`src/ifa_pkg.sv`:
```
// Purpose: Constants for the interrupt flag aggregator
// Assumes: Serial control port delivers decoded register accesses
// Notes: Addresses are the register indexes of the control port
package ifa_pkg;
  localparam int IFA_W = 16;
  localparam logic [7:0] IFA_ADDR_STATUS = 8'h80;
  localparam logic [7:0] IFA_ADDR_MASK = 8'h81;
  localparam logic [15:0] IFA_STATUS_RST = 16'h0080;
  localparam logic [15:0] IFA_MASK_RST = 16'h0000;
  // Level-driven flag positions, bits 7 to 4
  localparam logic [15:0] IFA_LEVEL_BITS = 16'h00f0;
  localparam int IFA_TRIG_BIT = 7;
  localparam int IFA_TX_BIT = 3;
  localparam int IFA_LVL_LO = 4;
  localparam int IFA_LVL_N = 4;
  // Positions of burst-mode-only flags: 13, 12, 2, 1
  localparam logic [15:0] IFA_BURST_BITS = 16'h3006;
endpackage : ifa_pkg

```
`src/ifa_aggregator.sv`:
```
// Purpose: Interrupt status and enable mask with open-drain request
// Assumes: Inputs synchronous to REF_CLK, events are one-cycle pulses
// Notes: Status read data is registered; clear follows the read
//
// Overview of operation
// - 16-bit read-only status register resets to 0x0080.
// - Bit 15 sets on special command completion, clears on read.
// - Bit 14 sets on aux converter sequence done, clears on read.
// - Bits 13/12 set on message end in burst mode, clear on read.
// - Bits 11 to 8 flag queue over/underflow, clear on read.
// - Bit 7 follows the transmit status trigger bit, not read-cleared.
// - Bits 6 to 4 follow fsk and receive trigger bits, not cleared.
// - Bit 3 sets on transmit done or error, clears on read.
// - Bits 2/1 set on packet ready in burst mode, clear on read.
// - Bit 0 sets on timing adjustment done, clears on read.
// - 16-bit write-only enable mask resets to zero.
// - Request line low when any status bit and its mask bit are set.
// - Mask writes never alter status contents.
// - Mask accepts writes at any time, any combination.
// - Request output is open-drain, active low, only pulls low.
`timescale 1ns/1ps
module ifa_aggregator
  import ifa_pkg::*;
(
  input wire logic REF_CLK,
  input wire logic RSTN,
  input wire logic [7:0] REG_ADDR,
  input wire logic REG_WR,
  input wire logic REG_RD,
  input wire logic [15:0] REG_WDATA,
  output logic [15:0] REG_RDATA,
  input wire logic BURST_MODE,
  input wire logic SPCL_CMD_DONE,
  input wire logic AUX_CONV_DONE,
  input wire logic RX_B_MESSAGE_END,
  input wire logic RX_A_MESSAGE_END,
  input wire logic TX_QUEUE_FAULT,
  input wire logic FSK_QUEUE_FAULT,
  input wire logic RX_B_QUEUE_FAULT,
  input wire logic RX_A_QUEUE_FAULT,
  input wire logic TX_QUEUE_LOW_LEVEL,
  input wire logic FSK_QUEUE_HIGH_LEVEL,
  input wire logic RX_B_QUEUE_HIGH_LEVEL,
  input wire logic RX_A_QUEUE_HIGH_LEVEL,
  input wire logic TX_DONE,
  input wire logic TX_FAULT,
  input wire logic RX_B_PACKET_READY,
  input wire logic RX_A_PACKET_READY,
  input wire logic NUDGE_DONE,
  output logic HOST_IRQ_N_O,
  output logic HOST_IRQ_N_OE
);
  logic [15:0] event_raw;
  logic [15:0] event_set;
  logic [15:0] sticky;
  logic [15:0] status_now;
  logic [15:0] source_unmask_r;
  logic [15:0] rdata_r;
  logic [15:0] clr_r;
  logic [15:0] level_now;
  logic rd_status;
  logic wr_mask;
  logic irq_any;

  assign rd_status = REG_RD && (REG_ADDR == IFA_ADDR_STATUS);
  assign wr_mask = REG_WR && (REG_ADDR == IFA_ADDR_MASK);

  assign event_raw = {SPCL_CMD_DONE,
                      AUX_CONV_DONE,
                      RX_B_MESSAGE_END, RX_A_MESSAGE_END,
                      TX_QUEUE_FAULT, FSK_QUEUE_FAULT,
                      RX_B_QUEUE_FAULT, RX_A_QUEUE_FAULT,
                      4'h0,
                      TX_DONE | TX_FAULT,
                      RX_B_PACKET_READY, RX_A_PACKET_READY,
                      NUDGE_DONE};
  // Burst-only sources gated by mode
  assign event_set = event_raw &
    (~IFA_BURST_BITS | {IFA_W{BURST_MODE}});

  assign level_now = {8'h00, TX_QUEUE_LOW_LEVEL,
                      FSK_QUEUE_HIGH_LEVEL,
                      RX_B_QUEUE_HIGH_LEVEL, RX_A_QUEUE_HIGH_LEVEL,
                      4'h0};

  genvar g;
  generate
    for (g = 0; g < IFA_W; g = g + 1) begin : g_flag
      if (IFA_LEVEL_BITS[g]) begin : g_lvl
        assign sticky[g] = 1'b0;
      end else begin : g_stk
        ifa_flag_cell #(.RST_VAL(IFA_STATUS_RST[g])) u_cell (
          .clk(REF_CLK),
          .rst_n(RSTN),
          .set_i(event_set[g]),
          .clr_i(clr_r[g]),
          .flag_o(sticky[g])
        );
      end
    end
  endgenerate

  assign status_now = sticky | level_now;

  // Clear only what was returned, one cycle after the read
  always_ff @(posedge REF_CLK or negedge RSTN) begin
    if (!RSTN) begin
      clr_r <= 16'h0000;
    end else begin
      clr_r <= rd_status ? (status_now & ~IFA_LEVEL_BITS) : 16'h0000;
    end
  end

  always_ff @(posedge REF_CLK or negedge RSTN) begin
    if (!RSTN) begin
      rdata_r <= IFA_STATUS_RST;
    end else if (rd_status) begin
      rdata_r <= status_now;
    end
  end
  assign REG_RDATA = rdata_r;

  always_ff @(posedge REF_CLK or negedge RSTN) begin
    if (!RSTN) begin
      source_unmask_r <= IFA_MASK_RST;
    end else if (wr_mask) begin
      source_unmask_r <= REG_WDATA;
    end
  end

  assign irq_any = |(status_now & source_unmask_r);
  assign HOST_IRQ_N_O = 1'b0;
  assign HOST_IRQ_N_OE = irq_any;

  chk_irq_follows: assert property (
    @(posedge REF_CLK) disable iff (!RSTN)
    HOST_IRQ_N_OE == |(status_now & source_unmask_r))
    else $error("irq enable mismatch");
  chk_irq_quiet: assert property (
    @(posedge REF_CLK) disable iff (!RSTN)
    source_unmask_r == IFA_MASK_RST |-> !HOST_IRQ_N_OE)
    else $error("irq active with all sources masked");
  chk_irq_unmask: assert property (
    @(posedge REF_CLK) disable iff (!RSTN)
    wr_mask && (REG_WDATA & sticky) != 16'h0000 && clr_r == 16'h0000
    |=> HOST_IRQ_N_OE)
    else $error("irq missing after unmask");
  chk_open_drain: assert property (
    @(posedge REF_CLK) disable iff (!RSTN)
    HOST_IRQ_N_OE |-> !HOST_IRQ_N_O)
    else $error("request pin driven high");
  chk_mask_reset: assert property (
    @(posedge REF_CLK) disable iff (!RSTN)
    $rose(RSTN) |-> source_unmask_r == IFA_MASK_RST)
    else $error("mask not zero");
  chk_mask_hold: assert property (
    @(posedge REF_CLK) disable iff (!RSTN)
    !wr_mask |=> $stable(source_unmask_r))
    else $error("mask changed without write");
  chk_mask_write: assert property (
    @(posedge REF_CLK) disable iff (!RSTN)
    wr_mask |=> source_unmask_r == $past(REG_WDATA))
    else $error("mask write lost");
  chk_mask_nostat: assert property (
    @(posedge REF_CLK) disable iff (!RSTN)
    wr_mask && !rd_status && clr_r == 16'h0000 && event_set == 16'h0000
    |=> (sticky == $past(sticky)))
    else $error("mask write changed status");
  chk_set_wins: assert property (
    @(posedge REF_CLK) disable iff (!RSTN)
    (event_set & clr_r) != 16'h0000
    |=> (sticky & $past(event_set & clr_r)) ==
        $past(event_set & clr_r))
    else $error("event lost on clear");
  chk_read_clear: assert property (
    @(posedge REF_CLK) disable iff (!RSTN)
    (rd_status && status_now[14]) ##1 !event_set[14] ##1 !event_set[14]
    |-> !sticky[14])
    else $error("flag not cleared");
  chk_unread_kept: assert property (
    @(posedge REF_CLK) disable iff (!RSTN)
    rd_status && !status_now[0] && event_set[0] |-> ##2 sticky[0])
    else $error("unread flag cleared");
  chk_rdata_load: assert property (
    @(posedge REF_CLK) disable iff (!RSTN)
    rd_status |=> REG_RDATA == $past(status_now))
    else $error("read data not status");
  chk_rdata_hold: assert property (
    @(posedge REF_CLK) disable iff (!RSTN)
    !rd_status |=> $stable(REG_RDATA))
    else $error("read data changed without read");
  chk_spcl_set: assert property (
    @(posedge REF_CLK) disable iff (!RSTN)
    SPCL_CMD_DONE |=> sticky[15])
    else $error("command flag not set");
  chk_burst_gate: assert property (
    @(posedge REF_CLK) disable iff (!RSTN)
    (!BURST_MODE && !sticky[13] && !clr_r[13]) |=> !sticky[13])
    else $error("burst flag outside burst");
  chk_burst_msg: assert property (
    @(posedge REF_CLK) disable iff (!RSTN)
    BURST_MODE && RX_A_MESSAGE_END |=> sticky[12])
    else $error("message flag not set");
  chk_fault_set: assert property (
    @(posedge REF_CLK) disable iff (!RSTN)
    RX_B_QUEUE_FAULT |=> sticky[9])
    else $error("fault flag not set");
  chk_level_bit: assert property (
    @(posedge REF_CLK) disable iff (!RSTN)
    status_now[IFA_TRIG_BIT] == TX_QUEUE_LOW_LEVEL)
    else $error("trigger bit mismatch");
  chk_level_rx: assert property (
    @(posedge REF_CLK) disable iff (!RSTN)
    status_now[6:4] == {FSK_QUEUE_HIGH_LEVEL, RX_B_QUEUE_HIGH_LEVEL,
                        RX_A_QUEUE_HIGH_LEVEL})
    else $error("level bits mismatch");
  chk_level_kept: assert property (
    @(posedge REF_CLK) disable iff (!RSTN)
    rd_status |=> (clr_r & IFA_LEVEL_BITS) == 16'h0000)
    else $error("level bit cleared by read");
  chk_tx_done: assert property (
    @(posedge REF_CLK) disable iff (!RSTN)
    (TX_DONE || TX_FAULT) |=> sticky[IFA_TX_BIT])
    else $error("tx flag not set");
  chk_packet_set: assert property (
    @(posedge REF_CLK) disable iff (!RSTN)
    BURST_MODE && RX_B_PACKET_READY |=> sticky[2])
    else $error("packet flag not set");
  chk_nudge_set: assert property (
    @(posedge REF_CLK) disable iff (!RSTN)
    NUDGE_DONE |=> sticky[0])
    else $error("timing flag not set");

  cov_irq: cover property (@(posedge REF_CLK) disable iff (!RSTN)
    $rose(HOST_IRQ_N_OE));
  cov_read_clear: cover property (@(posedge REF_CLK) disable iff (!RSTN)
    rd_status && status_now[15] ##2 !sticky[15]);
  cov_collide: cover property (@(posedge REF_CLK) disable iff (!RSTN)
    event_set[0] && clr_r[0]);
  cov_burst_msg: cover property (@(posedge REF_CLK) disable iff (!RSTN)
    BURST_MODE && event_set[13]);
  cov_unread: cover property (@(posedge REF_CLK) disable iff (!RSTN)
    rd_status && !status_now[0] && event_set[0]);
endmodule // ifa_aggregator

```
`src/ifa_flag_cell.sv`:
```
// Purpose: One sticky clear-on-read flag
// Assumes: Clear pulse lasts one cycle
// Notes: Set wins over clear
`timescale 1ns/1ps
module ifa_flag_cell
  import ifa_pkg::*;
#(
  parameter logic RST_VAL = 1'b0
) (
  input wire logic clk,
  input wire logic rst_n,
  input wire logic set_i,
  input wire logic clr_i,
  output logic flag_o
);
  logic flag_r;
  logic flag_nxt;
  assign flag_nxt = set_i | (flag_r & ~clr_i);
  always_ff @(posedge clk or negedge rst_n) begin
    if (!rst_n) begin
      flag_r <= RST_VAL;
    end else begin
      flag_r <= flag_nxt;
    end
  end
  assign flag_o = flag_r;
endmodule // ifa_flag_cell

```
`config.mk`:
```
export PLATFORM = sky130hd
export DESIGN_NAME = ifa_aggregator
export DESIGN_NICKNAME = d
export VERILOG_FILES = /design/src/ifa_pkg.sv /design/src/ifa_aggregator.sv /design/src/ifa_flag_cell.sv
export SDC_FILE = /design/constraint.sdc
export NUM_CORES = 1
export LEC_CHECK = 0
export BUFFER_PORTS_ARGS = -buffer_cell sky130_fd_sc_hd__buf_2
export CAP_MARGIN = 20
export CORE_MARGIN = 2
export CORE_UTILIZATION = 40
export CTS_CLUSTER_SIZE = 40
export DETAILED_ROUTE_END_ITERATION = 10
export HOLD_SLACK_MARGIN = 0.08
export PLACE_DENSITY = 0.66
export SETUP_SLACK_MARGIN = 0.3
export SLEW_MARGIN = 20
export SYNTH_ARGS = -nofsm -noshare
export SYNTH_HDL_FRONTEND = slang
export SYNTH_HIERARCHICAL = 1
export SYNTH_SLANG_ARGS = --single-unit
```
`constraint.sdc`:
```
create_clock -name REF_CLK -period 1.65 [get_ports REF_CLK]
set_clock_uncertainty 0.05 [all_clocks]
set_input_delay 0.165 -clock REF_CLK [delete_from_list [all_inputs] [get_ports REF_CLK]]
set_output_delay 0.165 -clock REF_CLK [all_outputs]
set_load 0.01 [all_outputs]
```
==> results.md, run 1 <==
* Depth of the CTS H-tree at 2
* Syn avg cell area at approximately 15 um2
* Crit path DAT at roughly 1.5 ns
* WS Path Type: reg -> out
* CTS max path bufs at 2
* WP buf/inv at 1
* DRT Pass-1 Iters at 4
* Critical-path cell list: a22o_1, a221oi_2, nand4_1, buf_2
* CP delay by family, top: compound AO/OA/AOI/OAI gates
* Hold_buf cts at 29
* Fin crit share at 102.3%
* EDFF count, synth at 0
* Fin. max-slew vios at 0
* PwrDens at between 800 and 900 nW/um2
* Failing checks: setup timing
* Post-Route WL at about 5400 um
* Grt total ovfl at 0
* DR DRC count at 0
* Per-cell routed wire length at around 16 um
* WHS at between 0.07 and 0.08 ns
* Final setup margin at -0.03824 ns
* FP Rows at 26
* Vias in the first global route at around 1600
* Hold crit path type: in -> reg
* Peak VDD IR at 0.0006435 V
* Worst Setup SP: source_unmask_r[1]
* Largest net degree at the start of global routing at 23
* Worst Path Required at 1.43 ns
* Cell variety after synth at 20
* CP startpoint kind: flip-flop
* CTS tree: done
* CTS sink cnt at 56
* Total clock buffers created by CTS at 5
* Initial antenna violation count at 0
* Yosys reg bits at between 50 and 60
* Placer Congestion at just under 0.7
* RSZ-0062 raised after global routing: true
* Die width at 77.76 um
* Post-route cell area at 3390 um2
* Async SR Flop Fraction at 100.0%
* FILL cells at ~380
* Routed Antenna Nets at 0
* Die area at 6046 um2
* Hpwl dp at 2919 um
* Max Cap Viol at 0
* Hold Fails Final Rpt at 0
* Via Count at around 1600
* Mapped Nets at 195
* Worst-margin pin slew at roughly 0.52 ns
* Slowest CP cell: dfrtp_1
* RR Startpoint: g_flag[14].g_stk.u_cell/flag_o
* Status: finished with violations
* GRT Total Usage at around 18%
* Highest Clock Rate at around 590 MHz
* Synth top area share at between 60% and 70%
* Minimum clock period at roughly 1.7 ns
* Layout cells sized above 1 at between 50% and 60%
* Ys flop type: dfrtp_1
* Final setup fails at 1
* Most common cell after layout, fill and taps aside: buf_2
* Area after DPL at ~2600 um2
* P_leak at between 1.5 and 2 nW
* Drt initial violations at between 50 and 60
* I/O Pins at 64
* Worst-path clk slew at approximately 0.090 ns
* Critical Path Fanout Max at 2
* Most frequent cells in the layout: 61 x buf_2, 55 x dfrtp_1, 31 x mux2_4
* Later-pin clock latency in the skew report at approximately 0.31 ns
* Power, Total at between 2 and 3 mW
* Synth area leaders: dfrtp_1 63%, mux2_2 17%, a21o_1 4.1%
* Diode count at 0
* Die height at 77.76 um
* First-pass GRT wire length at ~8300 um
* Synth Cell Area at approximately 2200 um2
* Initial Util at between 40% and 50%
* Ys Warns at 6
* P&R area growth vs syn at 55.78%
* HP Start: TX_QUEUE_LOW_LEVEL
* Count of nets after finishing at 309
* CORE AREA at a little over 5000 um2
* Worst rel slew slack at 65.23%
* Cells after synthesis at approximately 150
* Via density per instance at between 4 and 5
* Max stage delay on crit path at 0.39 ns
* Synth area leader: dfrtp_1
* Sequential cell area fraction in the yosys report at around 64%
* Input/output buffers at between 60 and 70
* CTS Root Cell: clkbuf_8
* Setup crit end kind: primary output
logic make-up (layout without fill, tap and decap cells):
family	after synthesis	in the layout	synth area share (%)
other	1	1	0.1723
multiplexers	32	32	16.56
AO/OA/AOI/OAI	20	20	7.360
buffers and inverters	17	132	3.623
AND/OR/NAND/NOR	23	23	7.820
flip-flops	56	56	64.46
worst register-to-register path, cell delays in order, from the launching register on:
cell	delay, ns
dfrtp_1	0.39
buf_4	0.14
mux2_4	0.26
area by class of cell:
type                            count  area, um2  area share (%)
Inverter                           13      48.80           1.440
Clock buffer                        7      96.34           2.842
Multi-Input combinational cell     76      860.8           25.40
Timing Repair Buffer              111      863.3           25.47
Sequential cell                    56       1403           41.38
Clock inverter                      1      30.03          0.8859
Tap cell                           70      87.58           2.584
what timing repair did:
item,4_1_cts,5_1_grt
gates cloned,2,1
endpoints found under the setup margin,33,41
pin swaps,5,2
endpoints found under the hold margin,46,1
resized for setup,51,13
buffers inserted,8,4
final timing paths:
check                                                     end  slack (ns)  cells after the start
worst max-delay path                            HOST_IRQ_N_OE       -0.04                      4
worst min-delay path                             REG_RDATA[7]        0.08                      2
worst max register to register                  REG_RDATA[14]        0.70                      2
worst min register to register             source_unmask_r[2]        0.47                      1
max in group asynchronous                            clr_r[0]        0.65                      3
min in group asynchronous       g_flag[2].g_stk.u_cell/flag_o        0.31                      2
flip-flops by register name (all words and copies together) (netlist names):
name and cells:
clr_r 12, REG_RDATA 16, g_flag.g_stk.u_cell/flag_o 12, source_unmask_r 16
Yosys cell counts (all sizes together) (3+ instances only):
master	instances
a21o	12
a221oi	4
a22o	4
and2	16
buf	3
dfrtp	55
inv	13
mux2	32
metal layers:
layer	vias to the layer above	routed length, um	global-route usage, %	part of all wire (%)
met2	49	2409	26.98	45
li1	739	-	-	-
met3	6	276	4.419	5.1
met5	-	0	0	0
met1	779	2633	26.65	49
met4	0	44	4.286	0.82
report_power, final:
group | switching, mW | internal (mW)
clock network | 0.432 | 0.536
logic | 0.130 | 0.201
registers | 0.0302 | 1.42
total | 0.592 | 2.16
stage by stage:
step | std cells | utilization, % | TNS, ns | setup slack [ns]
2_1_floorplan | 149 | - | -5.347 | -0.2461
3_3_place_gp | 282 | 50.39 | -5.166 | -0.1717
3_5_place_dp | 282 | 50.39 | -4.886 | -0.1786
4_1_cts | 329 | 63.88 | -0.02357 | -0.02357
5_1_grt | 334 | 65.53 | -0.1342 | -0.1342
6_report | 334 | 65.53 | -0.03824 | -0.03824
Power figures use the tool's default switching activity.
==> run 2, diff against run 1 <==
--- a/config.mk
+++ b/config.mk
@@ -8,11 +8,11 @@
 export BUFFER_PORTS_ARGS = -buffer_cell sky130_fd_sc_hd__buf_2
 export CAP_MARGIN = 20
 export CORE_MARGIN = 2
-export CORE_UTILIZATION = 40
+export CORE_UTILIZATION = 54
 export CTS_CLUSTER_SIZE = 40
 export DETAILED_ROUTE_END_ITERATION = 10
 export HOLD_SLACK_MARGIN = 0.08
-export PLACE_DENSITY = 0.66
+export PLACE_DENSITY = 0.85
 export SETUP_SLACK_MARGIN = 0.3
 export SLEW_MARGIN = 20
 export SYNTH_ARGS = -nofsm -noshare
==> results.md, run 2 (synthesis results as in run 1) <==
* Depth of the CTS H-tree at 2
* P_leak at ~1.7 nW
* PwrDens at between 700 and 800 nW/um2
* Post-Route WL at 6894 um
* Minimum clock period at about 1.7 ns
* Fin crit share at 104.7%
* Die area at 4553 um2
* Crit path depth at 4
* Initial antenna violation count at 0
* Largest net degree at the start of global routing at 21
* CP startpoint kind: flip-flop
* Setup crit end kind: primary output
* CTS Root Cell: clkbuf_8
* I/O Pins at 64
* Layout cells sized above 1 at between 50% and 60%
* P&R area growth vs syn at 57.62%
* Max stage delay on crit path at roughly 0.42 ns
* Diode count at 0
* Per-cell routed wire length at around 21 um
* Max Cap Viol at 0
* Most common cell after layout, fill and taps aside: buf_2
* Die height at about 67 um
* Worst Setup SP: g_flag[1].g_stk.u_cell/flag_o
* Placer Congestion at between 0.7 and 0.8
* Hpwl dp at just under 3000 um
* WS Path Type: reg -> out
* Total clock buffers created by CTS at 5
* WP buf/inv at 1
* Vias in the first global route at approximately 1900
* Die width at about 67 um
* DRT Pass-1 Iters at 4
* CP delay by family, top: compound AO/OA/AOI/OAI gates
* RSZ-0062 raised after global routing: true
* DR DRC count at 0
* CORE AREA at between 3000 and 4000 um2
* Later-pin clock latency in the skew report at 0.31 ns
* First-pass GRT wire length at ~9400 um
* HP Start: RX_B_PACKET_READY
* Grt total ovfl at 0
* Worst Path Required at about 1.4 ns
* Drt initial violations at approximately 120
* CTS tree: done
* Status: finished with violations
* Worst hold stages at 3
* Failing checks: setup timing
* R2r worst-path depth at 3
* Worst-path clk slew at around 0.1 ns
* Critical Path Fanout Max at 2
* Via density per instance at 5.305
* Initial Util at 55.19%
* Critical-path cell list: a22o_1, a221oi_2, nand4_1, buf_2
* Peak VDD IR at ~0.00086 V
* Power, Total at approximately 2.5 mW
* Fin util at 86.99%
* FP Rows at 23
* Routed Antenna Nets at 0
* Via Count at about 1700
* CTS max path bufs at 2
* GRT Total Usage at between 20% and 30%
* RR Startpoint: g_flag[1].g_stk.u_cell/flag_o
* Hold Fails Final Rpt at 0
* Input/output buffers at 62
* Crit path DAT at between 1.5 and 2 ns
* Final setup margin at -0.07734 ns
* Fin. max-slew vios at 0
* Count of nets after finishing at about 320
* Slowest CP cell: dfrtp_1
* Hold crit path type: in -> reg
* Highest Clock Rate at between 500 and 600 MHz
* CTS sink cnt at 56
* Final setup fails at 8
* Most frequent cells in the layout: 61 x buf_2, 55 x dfrtp_1, 32 x mux2_4
run 2: cell types whose count changed in the layout (fill, tap and decap cells not counted), moves of 2 or more:
cell      delta
buf_8        -2
buf_6        -3
clkbuf_8     -2
buf_4        +7
clkbuf_1     +3
buf_16       +2
run 2: per-stage QoR:
step / cell area [um2] / std cells / setup WS (ns) / hold slack [ns] / setup TNS, ns
global route: 3430 / 321 / -0.1470 / 0.1283 / -0.6963
global placement: 2594 / 262 / -0.1693 / 0.05704 / -5.028
CTS: 3353 / 315 / -0.01105 / 0.1010 / -0.01105
finish: 3430 / 321 / -0.07734 / 0.1256 / -0.2924
detailed placement: 2594 / 262 / -0.2113 / 0.05605 / -5.845
floorplan: 2176 / 149 / -0.2461 / -0.1806 / -5.347
run 2: path summary, 6_finish.rpt:
path	endpoint	slack (ns)
max	HOST_IRQ_N_OE	-0.08
min	g_flag[2].g_stk.u_cell/flag_o	0.13
max reg2reg	REG_RDATA[1]	0.53
min reg2reg	REG_RDATA[8]	0.47
max in group asynchronous	REG_RDATA[9]	0.77
min in group asynchronous	g_flag[1].g_stk.u_cell/flag_o	0.25
run 2: power breakdown:
group	total, mW	switching, mW	internal (mW)
logic	0.355	0.143	0.211
registers	1.46	0.0362	1.42
clock network	0.736	0.433	0.303
total	2.55	0.612	1.94
run 2: layer usage:
layer	routed length, um	share of wire, %	vias up	GRT usage, %
met1	2648	38	860	35.96
li1	-	-	753	-
met5	0	0	-	0
met3	394	5.7	14	7.167
met2	3699	54	76	52.94
met4	150	2.2	0	7.908
run 2: final cells by class:
cell class	count	area [um2]
sequential	56	1403
timing repair buffer	118	962.2
multi-input combinational	76	873.3
fill	185	513.0
clock buffer	8	80.08
tap	50	62.56
inverter	13	48.80
run 2: worst reg2reg max path: cells and delay by family (launching register included):
family,cells,cell delay [ns]
flops,1,0.42
mux,1,0.25
buf+inv,2,0.28
run 2: what timing repair did:
action / in CTS / in global routing
hold endpoints to repair: 62 / 0
resized for setup: 58 / 4
gates cloned: 3 / 1
setup buffers: 12 / 5
pin swaps: 6 / 3
endpoints found under the setup margin: 33 / 45
hold buffers: 30 / 0
==> run 3, diff against run 2 <==
--- a/config.mk
+++ b/config.mk
@@ -17,5 +17,4 @@
 export SLEW_MARGIN = 20
 export SYNTH_ARGS = -nofsm -noshare
 export SYNTH_HDL_FRONTEND = slang
-export SYNTH_HIERARCHICAL = 1
 export SYNTH_SLANG_ARGS = --single-unit
==> results.md, run 3 <==
* Slowest CP cell: dfrtp_1
* I/O Pins at 64
* Most frequent cells in the layout: 60 x buf_2, 55 x dfrtp_1, 33 x dlygate4sd3_1
* Ys flop type: dfrtp_1
* Synth area leaders: dfrtp_1 64%, mux2_2 17%, and2_1 2.9%
* Critical-path cell list: a22o_1, a221oi_2, nand4_1, buf_2
* Drt initial violations at about 120
* Synth area leader: dfrtp_1
* Highest Clock Rate at about 590 MHz
* Peak VDD IR at around 0.00078 V
* Cell variety after synth at 21
* P&R area growth vs syn at 55.44%
* Synth Cell Area at roughly 2200 um2
* Yosys reg bits at between 50 and 60
* Post-Route WL at 6312 um
* Failing checks: setup timing
* Placer Congestion at approximately 0.73
* Max stage delay on crit path at roughly 0.43 ns
* Worst-margin pin slew at between 0.5 and 0.6 ns
* Final setup margin at -0.04655 ns
* DR DRC count at 0
* Die height at between 60 and 70 um
* Count of nets after finishing at 310
* Synth top area share at 63.99%
* Fin. max-slew vios at 0
* PwrDens at approximately 770 nW/um2
* Worst Path Required at around 1.4 ns
* Most common cell after layout, fill and taps aside: buf_2
* Most common cell in the netlist: dfrtp_1
* Initial Util at approximately 57%
* Minimum clock period at around 1.7 ns
* CP delay by family, top: compound AO/OA/AOI/OAI gates
* Grt total ovfl at 0
* Layout cells sized above 1 at 51.32%
* WP buf/inv at 1
* Reg-to-reg setup timing slack at 0.67 ns
* Async SR Flop Fraction at 100.0%
* Status: finished with violations
* Via density per instance at ~5.3
* CTS max path bufs at 2
* Top post-synthesis cells by count: 55 x dfrtp_1, 32 x mux2_2, 13 x inv_1
* Diode count at 0
* CP startpoint kind: flip-flop
* Input/output buffers at 62
* FP Rows at 22
* Total clock buffers created by CTS at 5
* Critical Path Fanout Max at 3
* Max Cap Viol at 0
* Vias in the first global route at approximately 1700
* Depth of the CTS H-tree at 2
* Via Count at 1674
* Die area at approximately 4500 um2
* Hold crit path type: in -> reg
* EDFF count, synth at 0
* Routed Antenna Nets at 0
* First-pass GRT wire length at between 8000 and 9000 um
* Crit path DAT at 1.48 ns
* Initial antenna violation count at 0
* Post-place setup slack at -0.2066 ns
* Cells after synthesis at around 150
* Later-pin clock latency in the skew report at approximately 0.30 ns
* Ys Warns at 0
* RSZ-0062 raised after global routing: true
* CTS tree: done
* Fin crit share at 102.8%
* WS Path Type: reg -> out
* Setup crit end kind: primary output
* CTS sink cnt at between 50 and 60
* Syn avg cell area at between 10 and 15 um2
* DRT Pass-1 Iters at 4
* Worst rel slew slack at 63.73%
* Hold Fails Final Rpt at 0
* WHS at about 0.081 ns
* Final setup fails at 1
* Worst-path clk slew at ~0.090 ns
* CTS Root Cell: clkbuf_8
* CORE AREA at around 3700 um2
* Hpwl dp at about 3000 um
* Per-cell routed wire length at about 20 um
* GRT Total Usage at a little over a quarter
* Mapped Nets at 195
* Fin util at between 80% and 90%
* P_leak at between 1.5 and 2 nW
* Largest net degree at the start of global routing at 35
* Die width at 67.11 um
* Sequential cell area fraction in the yosys report at 65.21%
run 3: changes by cell type in the layout (fill, tap and decap cells not counted), sizes merged:
cell,previous run,this run
nand2,1,5
and2,16,12
nor2,0,1
buf,87,77
clkbuf,9,10
a21o,12,7
dlygate4sd3,30,33
o21ai,0,5
or2,1,0
run 3: timing repair:
action / CTS / global route
endpoints found under the hold margin: 52 / 1
resized for setup: 24 / 34
setup buffers: 7 / 4
hold buffers: 33 / 1
pin swaps: 1 / 8
setup endpoints to repair: 33 / 34
cloned: 1 / 2
run 3: area by class of cell:
class,instances,area (um2)
well taps,48,60.06
fillers,150,400.4
repair buffers,112,895.9
inverters,13,48.80
flip-flops and latches,56,1403
multi-input cells,76,845.8
clock buffers,8,90.09
run 3: logic make-up after synthesis:
logic type | share of synthesized area (%)
flops | 65.21
mux | 16.75
simple gates | 7.330
compound gates | 6.864
buf+inv | 3.665
other cells | 0.1744
run 3: report_power, final:
part	internal, mW	switching (mW)	total (mW)
Sequential	1.42	0.0351	1.46
Clock	0.343	0.415	0.759
Combinational	0.209	0.143	0.352
run 3: stage by stage:
step	cell area (um2)	std cells	power [mW]	TNS, ns
2_1_floorplan	2151	149	1.563	-5.347
3_3_place_gp	2551	258	1.697	-4.773
3_5_place_dp	2551	258	1.706	-5.912
4_1_cts	3153	307	2.526	0
5_1_grt	3343	313	2.663	-0.1035
6_report	3343	313	2.566	-0.04655
run 3: layer usage:
metal | GRT usage [%] | vias up | part of all wire [%]
met5 | 0 | - | 0
met4 | 9.949 | 0 | 3.4
met3 | 4.730 | 23 | 5.2
met2 | 49.88 | 77 | 52
met1 | 29.81 | 835 | 40
li1 | - | 739 | -
run 3: path summary, 6_finish.rpt:
check | from | end | depth (start not counted)
min in group asynchronous | RSTN | g_flag[0].g_stk.u_cell.flag_o | 2
max in group asynchronous | RSTN | g_flag[3].g_stk.u_cell.flag_o | 3
setup / recovery | g_flag[0].g_stk.u_cell.flag_o | HOST_IRQ_N_OE | 4
setup reg to reg | g_flag[0].g_stk.u_cell.flag_o | REG_RDATA[0] | 2
hold reg to reg | clr_r[2] | g_flag[2].g_stk.u_cell.flag_o | 1
hold / removal | RX_A_QUEUE_HIGH_LEVEL | REG_RDATA[4] | 2
